`src/twowire_slave_pkg.sv`:
```
`default_nettype none
package twowire_slave_pkg;
    // bus address of this slave, seven bits
    localparam logic [6:0] SLAVE_ADDR = 7'h4c;
    // register index and power-on value of the hysteresis register
    localparam logic [7:0] HYST_PTR = 8'h21;
    localparam logic [7:0] HYST_RESET = 8'h0a;
    // pointer value after power-on
    localparam logic [7:0] PTR_RESET = 8'h00;
    // value returned for an index that holds no register here
    localparam logic [7:0] UNMAPPED_READ = 8'h00;
    // clock rises per byte before the acknowledge clock
    localparam logic [3:0] BYTE_BITS = 4'h8;
    localparam logic [3:0] BIT_CNT_RESET = 4'h0;
    // direction bit values
    localparam logic DIR_WRITE = 1'b0;
    localparam logic DIR_READ = 1'b1;
endpackage
`default_nettype wire

```
`src/alarm_if.sv`:
```
`timescale 1ns/1ps
`default_nettype none
interface alarm_if;
    logic [7:0] hysteresis;
    logic alarm;
    modport owner (output hysteresis, input alarm);
    modport comparator (input hysteresis, output alarm);
endinterface
`default_nettype wire

```
`src/twowire_slave_pointer_port.sv`:
```
`timescale 1ns/1ps
`default_nettype none
module twowire_slave_pointer_port (
    input wire logic ref_clk,
    input wire logic rst_n,
    input wire logic scl_in,
    input wire logic sda_in,
    output logic sda_out,
    output logic sda_oe_n,
    input wire logic [7:0] measured_temp,
    input wire logic [7:0] alarm_limit,
    output logic overtemp_alarm_pin_out,
    output logic overtemp_alarm_pin_oe_n,
    output logic [7:0] hysteresis_degrees_field
);
    typedef enum logic [2:0] {
        ST_IDLE,
        ST_ADDR,
        ST_ADDR_ACK,
        ST_WR_BYTE,
        ST_WR_ACK,
        ST_RD_BYTE,
        ST_RD_ACK,
        ST_IGNORE
    } port_state_t;

    port_state_t state_reg;
    logic scl_q;
    logic sda_q;
    logic [3:0] bit_cnt_reg;
    logic [7:0] shift_reg;
    logic [7:0] tx_reg;
    logic sda_low_reg;
    logic rw_reg;
    logic have_ptr_reg;
    logic master_ack_reg;
    logic [7:0] pointer_reg;
    logic [7:0] hyst_reg;
    logic scl_rise;
    logic scl_fall;
    logic start_det;
    logic stop_det;
    logic [7:0] read_value;

    alarm_if alm ();

    // byte returned for a given pointer
    function automatic logic [7:0] reg_read(input logic [7:0] ptr,
                                            input logic [7:0] hyst);
        if (ptr == twowire_slave_pkg::HYST_PTR)
            return hyst;
        return twowire_slave_pkg::UNMAPPED_READ;
    endfunction

    // pins are synchronous; one stage of history for edges
    always_ff @(posedge ref_clk or negedge rst_n)
    begin
        if (!rst_n)
        begin
            scl_q <= 1'b1;
            sda_q <= 1'b1;
        end
        else
        begin
            scl_q <= scl_in;
            sda_q <= sda_in;
        end
    end

    // bus events; data moving under a high clock is never data
    assign scl_rise = scl_in && !scl_q;
    assign scl_fall = !scl_in && scl_q;
    assign start_det = scl_in && scl_q && sda_q && !sda_in;
    assign stop_det = scl_in && scl_q && !sda_q && sda_in;
    assign read_value = reg_read(pointer_reg, hyst_reg);

    // transfer sequencing, shift and drive
    always_ff @(posedge ref_clk or negedge rst_n)
    begin
        if (!rst_n)
        begin
            state_reg <= ST_IDLE;
            bit_cnt_reg <= twowire_slave_pkg::BIT_CNT_RESET;
            shift_reg <= 8'h00;
            tx_reg <= 8'h00;
            sda_low_reg <= 1'b0;
            rw_reg <= twowire_slave_pkg::DIR_WRITE;
            have_ptr_reg <= 1'b0;
            master_ack_reg <= 1'b0;
        end
        else if (start_det)
        begin
            // a restart aborts whatever was running
            state_reg <= ST_ADDR;
            bit_cnt_reg <= twowire_slave_pkg::BIT_CNT_RESET;
            sda_low_reg <= 1'b0;
            have_ptr_reg <= 1'b0;
        end
        else if (stop_det)
        begin
            state_reg <= ST_IDLE;
            sda_low_reg <= 1'b0;
        end
        else
        begin
            unique case (state_reg)
                ST_IDLE, ST_IGNORE:
                begin
                    sda_low_reg <= 1'b0;
                end
                ST_ADDR, ST_WR_BYTE:
                begin
                    if (scl_rise)
                    begin
                        shift_reg <= {shift_reg[6:0], sda_in};
                        bit_cnt_reg <= bit_cnt_reg + 4'h1;
                    end
                    else if (scl_fall
                             && bit_cnt_reg == twowire_slave_pkg::BYTE_BITS)
                    begin
                        if (state_reg == ST_WR_BYTE)
                        begin
                            // every written byte is acknowledged
                            sda_low_reg <= 1'b1;
                            state_reg <= ST_WR_ACK;
                        end
                        else if (shift_reg[7:1] ==
                                 twowire_slave_pkg::SLAVE_ADDR)
                        begin
                            sda_low_reg <= 1'b1;
                            rw_reg <= shift_reg[0];
                            state_reg <= ST_ADDR_ACK;
                        end
                        else
                        begin
                            state_reg <= ST_IGNORE;
                        end
                    end
                end
                ST_ADDR_ACK:
                begin
                    // ack held through the high phase; on the fall, let go for a write, replaced by the first bit for a read
                    if (scl_fall)
                    begin
                        bit_cnt_reg <= twowire_slave_pkg::BIT_CNT_RESET;
                        if (rw_reg == twowire_slave_pkg::DIR_READ)
                        begin
                            tx_reg <= read_value;
                            sda_low_reg <= !read_value[7];
                            state_reg <= ST_RD_BYTE;
                        end
                        else
                        begin
                            sda_low_reg <= 1'b0;
                            state_reg <= ST_WR_BYTE;
                        end
                    end
                end
                ST_WR_ACK:
                begin
                    if (scl_fall)
                    begin
                        sda_low_reg <= 1'b0;
                        bit_cnt_reg <= twowire_slave_pkg::BIT_CNT_RESET;
                        have_ptr_reg <= 1'b1;
                        state_reg <= ST_WR_BYTE;
                    end
                end
                ST_RD_BYTE:
                begin
                    if (scl_rise)
                    begin
                        bit_cnt_reg <= bit_cnt_reg + 4'h1;
                    end
                    else if (scl_fall)
                    begin
                        if (bit_cnt_reg == twowire_slave_pkg::BYTE_BITS)
                        begin
                            // master owns the ack clock
                            sda_low_reg <= 1'b0;
                            master_ack_reg <= 1'b0;
                            state_reg <= ST_RD_ACK;
                        end
                        else
                        begin
                            // next bit only while clock is low
                            tx_reg <= {tx_reg[6:0], 1'b0};
                            sda_low_reg <= !tx_reg[6];
                        end
                    end
                end
                ST_RD_ACK:
                begin
                    if (scl_rise)
                    begin
                        master_ack_reg <= !sda_in;
                    end
                    else if (scl_fall)
                    begin
                        if (master_ack_reg)
                        begin
                            // single-byte register: repeat it
                            bit_cnt_reg <= twowire_slave_pkg::BIT_CNT_RESET;
                            tx_reg <= read_value;
                            sda_low_reg <= !read_value[7];
                            state_reg <= ST_RD_BYTE;
                        end
                        else
                        begin
                            sda_low_reg <= 1'b0;
                            state_reg <= ST_IGNORE;
                        end
                    end
                end
            endcase
        end
    end

    // pointer and hysteresis writes, taken at the end of each byte
    always_ff @(posedge ref_clk or negedge rst_n)
    begin
        if (!rst_n)
        begin
            pointer_reg <= twowire_slave_pkg::PTR_RESET;
            hyst_reg <= twowire_slave_pkg::HYST_RESET;
        end
        else if (!start_det && !stop_det && state_reg == ST_WR_BYTE
                 && scl_fall && bit_cnt_reg == twowire_slave_pkg::BYTE_BITS)
        begin
            if (!have_ptr_reg)
            begin
                pointer_reg <= shift_reg;
            end
            else if (pointer_reg == twowire_slave_pkg::HYST_PTR)
            begin
                hyst_reg <= shift_reg;
            end
        end
    end

    // open-drain pins: only ever pull low; there is no clock output
    assign sda_out = 1'b0;
    assign sda_oe_n = !sda_low_reg;
    assign alm.hysteresis = hyst_reg;
    assign hysteresis_degrees_field = hyst_reg;
    assign overtemp_alarm_pin_out = 1'b0;
    assign overtemp_alarm_pin_oe_n = !alm.alarm;

    overtemp_hysteresis u_overtemp (
        .ref_clk(ref_clk),
        .rst_n(rst_n),
        .measured_temp(measured_temp),
        .alarm_limit(alarm_limit),
        .alm(alm.comparator)
    );

    addr_ack_a: assert property (@(posedge ref_clk) disable iff (!rst_n)
        (state_reg == ST_ADDR && scl_fall && !start_det && !stop_det
        && bit_cnt_reg == 4'h8 && shift_reg[7:1] == 7'h4c)
        |=> sda_low_reg && state_reg == ST_ADDR_ACK)
        else $error("matching address not acknowledged");
    no_match_a: assert property (@(posedge ref_clk) disable iff (!rst_n)
        (state_reg == ST_IGNORE) |=> !sda_low_reg)
        else $error("data driven after address mismatch");
    stop_idle_a: assert property (@(posedge ref_clk) disable iff (!rst_n)
        stop_det |=> state_reg == ST_IDLE && sda_oe_n)
        else $error("stop did not release the bus");
    start_addr_a: assert property (@(posedge ref_clk) disable iff (!rst_n)
        start_det |=> state_reg == ST_ADDR && bit_cnt_reg == 4'h0)
        else $error("start not recognised");
    sda_stable_a: assert property (@(posedge ref_clk) disable iff (!rst_n)
        (scl_q && scl_in) |=> $stable(sda_low_reg))
        else $error("data moved while clock high");
    ptr_load_a: assert property (@(posedge ref_clk) disable iff (!rst_n)
        (state_reg == ST_WR_BYTE && scl_fall && !start_det && !stop_det
        && bit_cnt_reg == 4'h8 && !have_ptr_reg)
        |=> pointer_reg == $past(shift_reg))
        else $error("pointer not loaded from first byte");
    hyst_write_a: assert property (@(posedge ref_clk) disable iff (!rst_n)
        (state_reg == ST_WR_BYTE && scl_fall && !start_det && !stop_det
        && bit_cnt_reg == 4'h8 && have_ptr_reg && pointer_reg == 8'h21)
        |=> hyst_reg == $past(shift_reg))
        else $error("hysteresis write lost");
    nack_release_a: assert property (@(posedge ref_clk) disable iff (!rst_n)
        (state_reg == ST_RD_ACK && scl_fall && !master_ack_reg
        && !start_det && !stop_det)
        |=> state_reg == ST_IGNORE ##1 sda_oe_n)
        else $error("data not released after not-acknowledge");
    read_msb_a: assert property (@(posedge ref_clk) disable iff (!rst_n)
        (state_reg == ST_ADDR_ACK && scl_fall && rw_reg && !start_det
        && !stop_det) |=> sda_low_reg == !$past(read_value[7]))
        else $error("read did not start with the msb");
    ptr_keep_a: assert property (@(posedge ref_clk) disable iff (!rst_n)
        (state_reg == ST_RD_BYTE) |=> $stable(pointer_reg))
        else $error("pointer changed during a read");

    cover_write: cover property (@(posedge ref_clk) disable iff (!rst_n)
        state_reg == ST_WR_ACK && have_ptr_reg);
    cover_read: cover property (@(posedge ref_clk) disable iff (!rst_n)
        state_reg == ST_RD_ACK ##1 state_reg == ST_RD_BYTE);
    cover_nomatch: cover property (@(posedge ref_clk) disable iff (!rst_n)
        state_reg == ST_ADDR ##1 state_reg == ST_IGNORE);
endmodule
`default_nettype wire

```
`src/overtemp_hysteresis.sv`:
```
`timescale 1ns/1ps
`default_nettype none
module overtemp_hysteresis (
    input wire logic ref_clk,
    input wire logic rst_n,
    input wire logic [7:0] measured_temp,
    input wire logic [7:0] alarm_limit,
    alarm_if.comparator alm
);
    logic alarm_reg;
    logic alarm_next;
    logic [8:0] release_level;

    // limit minus hysteresis may go negative: then it never releases
    assign release_level = {1'b0, alarm_limit} - {1'b0, alm.hysteresis};

    // set at the limit, release only below limit minus hysteresis
    always_comb
    begin
        alarm_next = alarm_reg;
        if (measured_temp >= alarm_limit)
        begin
            alarm_next = 1'b1;
        end
        else if (!release_level[8] && measured_temp < release_level[7:0])
        begin
            alarm_next = 1'b0;
        end
    end

    always_ff @(posedge ref_clk or negedge rst_n)
    begin
        if (!rst_n)
        begin
            alarm_reg <= 1'b0;
        end
        else
        begin
            alarm_reg <= alarm_next;
        end
    end

    assign alm.alarm = alarm_reg;

    hold_release_a: assert property (@(posedge ref_clk) disable iff (!rst_n)
        (alarm_reg && (release_level[8]
        || measured_temp >= release_level[7:0])) |=> alarm_reg)
        else $error("alarm released inside the hysteresis band");
    trip_a: assert property (@(posedge ref_clk) disable iff (!rst_n)
        (measured_temp >= alarm_limit) |=> alarm_reg)
        else $error("alarm not raised at the limit");
    cover_release: cover property (@(posedge ref_clk) disable iff (!rst_n)
        alarm_reg ##1 !alarm_reg);
endmodule
`default_nettype wire

```
`config.mk`:
```
export PLATFORM = sky130hd
export DESIGN_NAME = twowire_slave_pointer_port
export DESIGN_NICKNAME = d
export VERILOG_FILES = /design/src/twowire_slave_pkg.sv /design/src/alarm_if.sv /design/src/twowire_slave_pointer_port.sv /design/src/overtemp_hysteresis.sv
export SDC_FILE = /design/constraint.sdc
export NUM_CORES = 1
export LEC_CHECK = 0
export BUFFER_PORTS_ARGS = -buffer_cell sky130_fd_sc_hd__buf_2
export CORE_MARGIN = 4
export CORE_UTILIZATION = 30
export CTS_CLUSTER_DIAMETER = 50
export CTS_CLUSTER_SIZE = 8
export DETAILED_ROUTE_END_ITERATION = 10
export GPL_ROUTABILITY_DRIVEN = 1
export PLACE_DENSITY = 0.5
export SLEW_MARGIN = 30
export SYNTH_ARGS = -nofsm -noshare
export SYNTH_HDL_FRONTEND = slang
export SYNTH_SLANG_ARGS = --single-unit
```
`constraint.sdc`:
```
create_clock -name ref_clk -period 3.3 [get_ports ref_clk]
set_input_delay 0.66 -clock ref_clk [delete_from_list [all_inputs] [get_ports ref_clk]]
set_output_delay 0.66 -clock ref_clk [all_outputs]
set_load 0.05 [all_outputs]
```
==> out/summary.log <==
qor: status.status complete, no violations
qor: logic_synthesis.synth.mux.area_fraction 11.8%
qor: sta.max_freq 328 MHz
qor: layout.insertedDiodeCount 0
qor: critical_path.setup.reg_to_reg.worst_slack 270 ps
qor: routing.totalWireLength 5.90 mm
qor: layout.synthToLayoutAreaGrowth 13.0%
qor: routing.first_pass_iters 4
qor: die.die_height 106 um
qor: logic_synthesis.synth_area_leader dfrtp_1
qor: layout.num-fill-cells 994
qor: cts.tritoncts yes
qor: cts.clock_tree.htree_level_count 2
qor: logic_synthesis.asyncSetResetFlopFracSynth 100%
qor: logic_synthesis.ys_top_cells_by_area dfrtp_1 (36%), ha_1 (11%), mux2_2 (6.6%)
qor: die.floorplan.io_pins 32
qor: placement.detailedPlacementHpwl 4.49 mm
qor: logic_synthesis.synth_top_family_by_area simple AND/OR/NAND/NOR gates
qor: critical_path.critical_path.slowest_cell fa_2
qor: logic_synthesis.synth-edff-count 0
qor: sta.timing.final.hold_violations 0
qor: placement.gp_congestion 0.783
qor: power_and_ir_drop.power.density 526 nW/um2
qor: cts.postCtsHoldBufs 0
qor: power_and_ir_drop.seq_power_share 47.8%
qor: logic_synthesis.ys_seq_elements 45
qor: logic_synthesis.syn-instance-count 280
qor: power_and_ir_drop.power_report.internal_total 1.08 mW
qor: critical_path.timing_worst_setup_path_type in -> reg
qor: cts.cts.path.max_buffers 2
qor: critical_path.cp_cell_sequence buf_2 > inv_1 > ha_1 > inv_1 > fa_2 > nand2_2 > a21oi_1 > o311a_1 > a21o_1 > ha_1 > a21oi_1 > nand2_1 > a2111oi_2 > o311a_1 > o22ai_1
qor: layout.seqCellArea 1130 um2
qor: sta.setup_ws 255 ps
qor: die.rows 35
qor: logic_synthesis.synth_seq_area_share 39.2%
qor: flow_run.maxCapViolCount 0
qor: routing.drt-vias-per-instance 4.75
qor: power_and_ir_drop.clkPwrFrac 20.5%
qor: critical_path.worst_setup_path_start_kind primary input
qor: global_route.antenna_found_initial 0
qor: die.dieArea 11300 um2
qor: logic_synthesis.netlist-cell-type-count 57
qor: min_path.worstHoldPathType in -> async
qor: routing.route.detailed.drc 0
qor: routing.avgRoutedWirePerCell 13.4 um
qor: routing.dr_total_vias 2093
qor: logic_synthesis.synthesis.yosys.warnings 0
qor: logic_synthesis.synth_xor_xnor_area_share 2.12%
qor: critical_path.timing.critical_path.slowest_cell_delay 360 ps
qor: power_and_ir_drop.combPwrFrac 31.7%
qor: sta.pin_slew_with_the_least_headroom_to_its_limit 602 ps
qor: logic_synthesis.yosys.area_share.simple 15.5%
qor: sta.skew 13.9 ps
qor: placement.numPortBuffers 29
qor: global_route.grt_overflow 0
qor: critical_path.cpLargestDelayFamily compound AO/OA/AOI/OAI gates
qor: placement.dp_worst_setup_slack -241 ps
qor: global_route.grt_start_max_net_pins 46
qor: cts.cts.root.buffer_cell clkbuf_8
qor: sta.min_period 3050 ps
qor: global_route.global_route_wire_length_before_repair 9.98 mm
qor: cts.cts_made_buffers 5
qor: global_route.grt_util_all_layers 10.9%
qor: critical_path.path_buf_inv 3
qor: critical_path.critPathRequiredTime 3490 ps
qor: power_and_ir_drop.power.leakage 1.51 nW
qor: sta.rsz0062_at_grt false
qor: power_and_ir_drop.vdd.ir_drop.worst 241 uV
qor: routing.route.antenna.remaining_nets 0
qor: power_and_ir_drop.net-switching-power 0.639 mW
qor: placement.placed_area 3160 um2
qor: critical_path.worst_setup_path_end_kind flip-flop
qor: logic_synthesis.syn-cell-area 2890 um2
qor: layout.final_layout_size_suffix_gt1_share 26.6%
qor: cts.clk_latency 300 ps
qor: logic_synthesis.yosys_most_used_dff dfrtp_1
qor: die.die_x 106 um
qor: die.initial_core_util 31.1%
qor: sta.hold_ws 340 ps
qor: layout.footprint_of_the_multi_input_gates 1620 um2
qor: cts.worst_setup_hold_path_clk_slew 90 ps
qor: logic_synthesis.ys_top_cells_by_count dfrtp_1 (41), ha_1 (25), inv_1 (25)
qor: routing.initialDrtViolationCount 83
qor: logic_synthesis.synth_adder_area_share 11.5%
qor: layout.post-route-cell-area 3260 um2
qor: global_route.grt_pass1_vias 2061
qor: die.design.core.area 9280 um2
qor: critical_path.worst-path-max-fanout 3
qor: logic_synthesis.yosys.cell_count.top_type dfrtp_1
qor: sta.drv_slew 0
qor: sta.worst_slew_margin_rel 59.7%
qor: cts.cts_num_sinks 45
qor: sta.finalCritPeriodShare 92.3%
qor: power_and_ir_drop.p_sw_share 37.2%
qor: layout.final_net_count 357
qor: logic_synthesis.mapped_avg_cell_area 10.3 um2
qor: critical_path.cp_data_arrival_time 3240 ps
qor: logic_synthesis.share_of_the_synthesized_area_in_compound_gates_ao_oa_aoi_oai 14.5%
qor: sta.setup_violations 0
qor: logic_synthesis.synth_largest_type_area_fraction 35.5%
==> metrics by stage <==
step,setup TNS [ps],std cells,util (%),total power [mW]
after global routing,0,441,35.1,1.84
final,0,441,35.1,1.72
after CTS,0,441,35.0,1.73
after detailed placement,-241,433,34.1,1.37
after global placement,-121,433,34.0,1.36
after floorplan,0,281,-,1.23
==> final timing paths <==
kind | cells past startpoint | from | endpoint
worst max-delay path | 15 | alarm_limit[0] | u_overtemp.alm.alarm$_DFFE_PN0P_
worst min-delay path | 1 | rst_n | bit_cnt_reg[0]$_DFFE_PN0P_
worst max register to register | 12 | hysteresis_degrees_field[3]$_DFFE_PN1P_ | u_overtemp.alm.alarm$_DFFE_PN0P_
worst min register to register | 2 | tx_reg[1]$_DFFE_PN0P_ | tx_reg[1]$_DFFE_PN0P_
max in group asynchronous | 1 | rst_n | hysteresis_degrees_field[1]$_DFFE_PN1P_
min in group ref_clk | 2 | tx_reg[1]$_DFFE_PN0P_ | tx_reg[1]$_DFFE_PN0P_
==> cell usage in the layout, fill, tap and decap left out, types with 3 or more instances in the layout <==
cell / instances
nor2b_1: 3
inv_1: 25
mux2i_1: 3
nor3_1: 5
mux2_4: 8
o21ai_0: 20
dfrtp_1: 41
a21o_1: 5
clkbuf_8: 6
buf_4: 3
xnor2_1: 5
mux2_2: 17
o22ai_1: 4
nand2_1: 16
a211oi_1: 3
dfstp_2: 4
buf_2: 28
nor2_1: 13
nand2b_1: 7
a21oi_1: 10
a22oi_1: 6
ha_1: 25
o211ai_1: 3
nand3_1: 8
==> power groups by stage <==
stage / logic [mW] / clock network [mW] / registers [mW]
after floorplan: 0.484 / 0 / 0.745
final: 0.544 / 0.352 / 0.820
after global routing: 0.615 / 0.389 / 0.839
after CTS: 0.546 / 0.369 / 0.819
after global placement: 0.532 / 0 / 0.829
after detailed placement: 0.544 / 0 / 0.829
==> routing by layer <==
| metal | track usage, % | vias to the layer above | wire length (um) |
|---|---|---|---|
| met5 | 0 | - | 0 |
| met4 | 2.78 | 0 | 44 |
| met3 | 2.49 | 6 | 213 |
| met2 | 16.5 | 33 | 2610 |
| met1 | 15.5 | 996 | 3040 |
| li1 | - | 1058 | - |
==> final cells by class <==
| cell class | instances | area share, % |
|---|---|---|
| multi-input cells | 202 | 49.7 |
| flip-flops and latches | 45 | 34.7 |
| repair buffers | 31 | 4.98 |
| well taps | 129 | 4.95 |
| inverters | 26 | 2.99 |
| clock buffers | 8 | 2.76 |
==> cell families (layout without fill, tap and decap cells) <==
logic type / Yosys count / after routing
AO/OA/AOI/OAI: 64 / 64
XOR/XNOR: 7 / 7
adder cells (fa/ha/maj): 26 / 26
buffers and inverters: 34 / 65
flip-flops: 45 / 45
multiplexers: 28 / 28
other: 1 / 2
AND/OR/NAND/NOR: 75 / 75
==> repair_timing <==
action | 4_1_cts | 5_1_grt
setup endpoints to repair | 0 | 1
setup buffers | 0 | 0
gates resized for setup | 0 | 4
No activity file was read; power rests on OpenSTA's default activity.
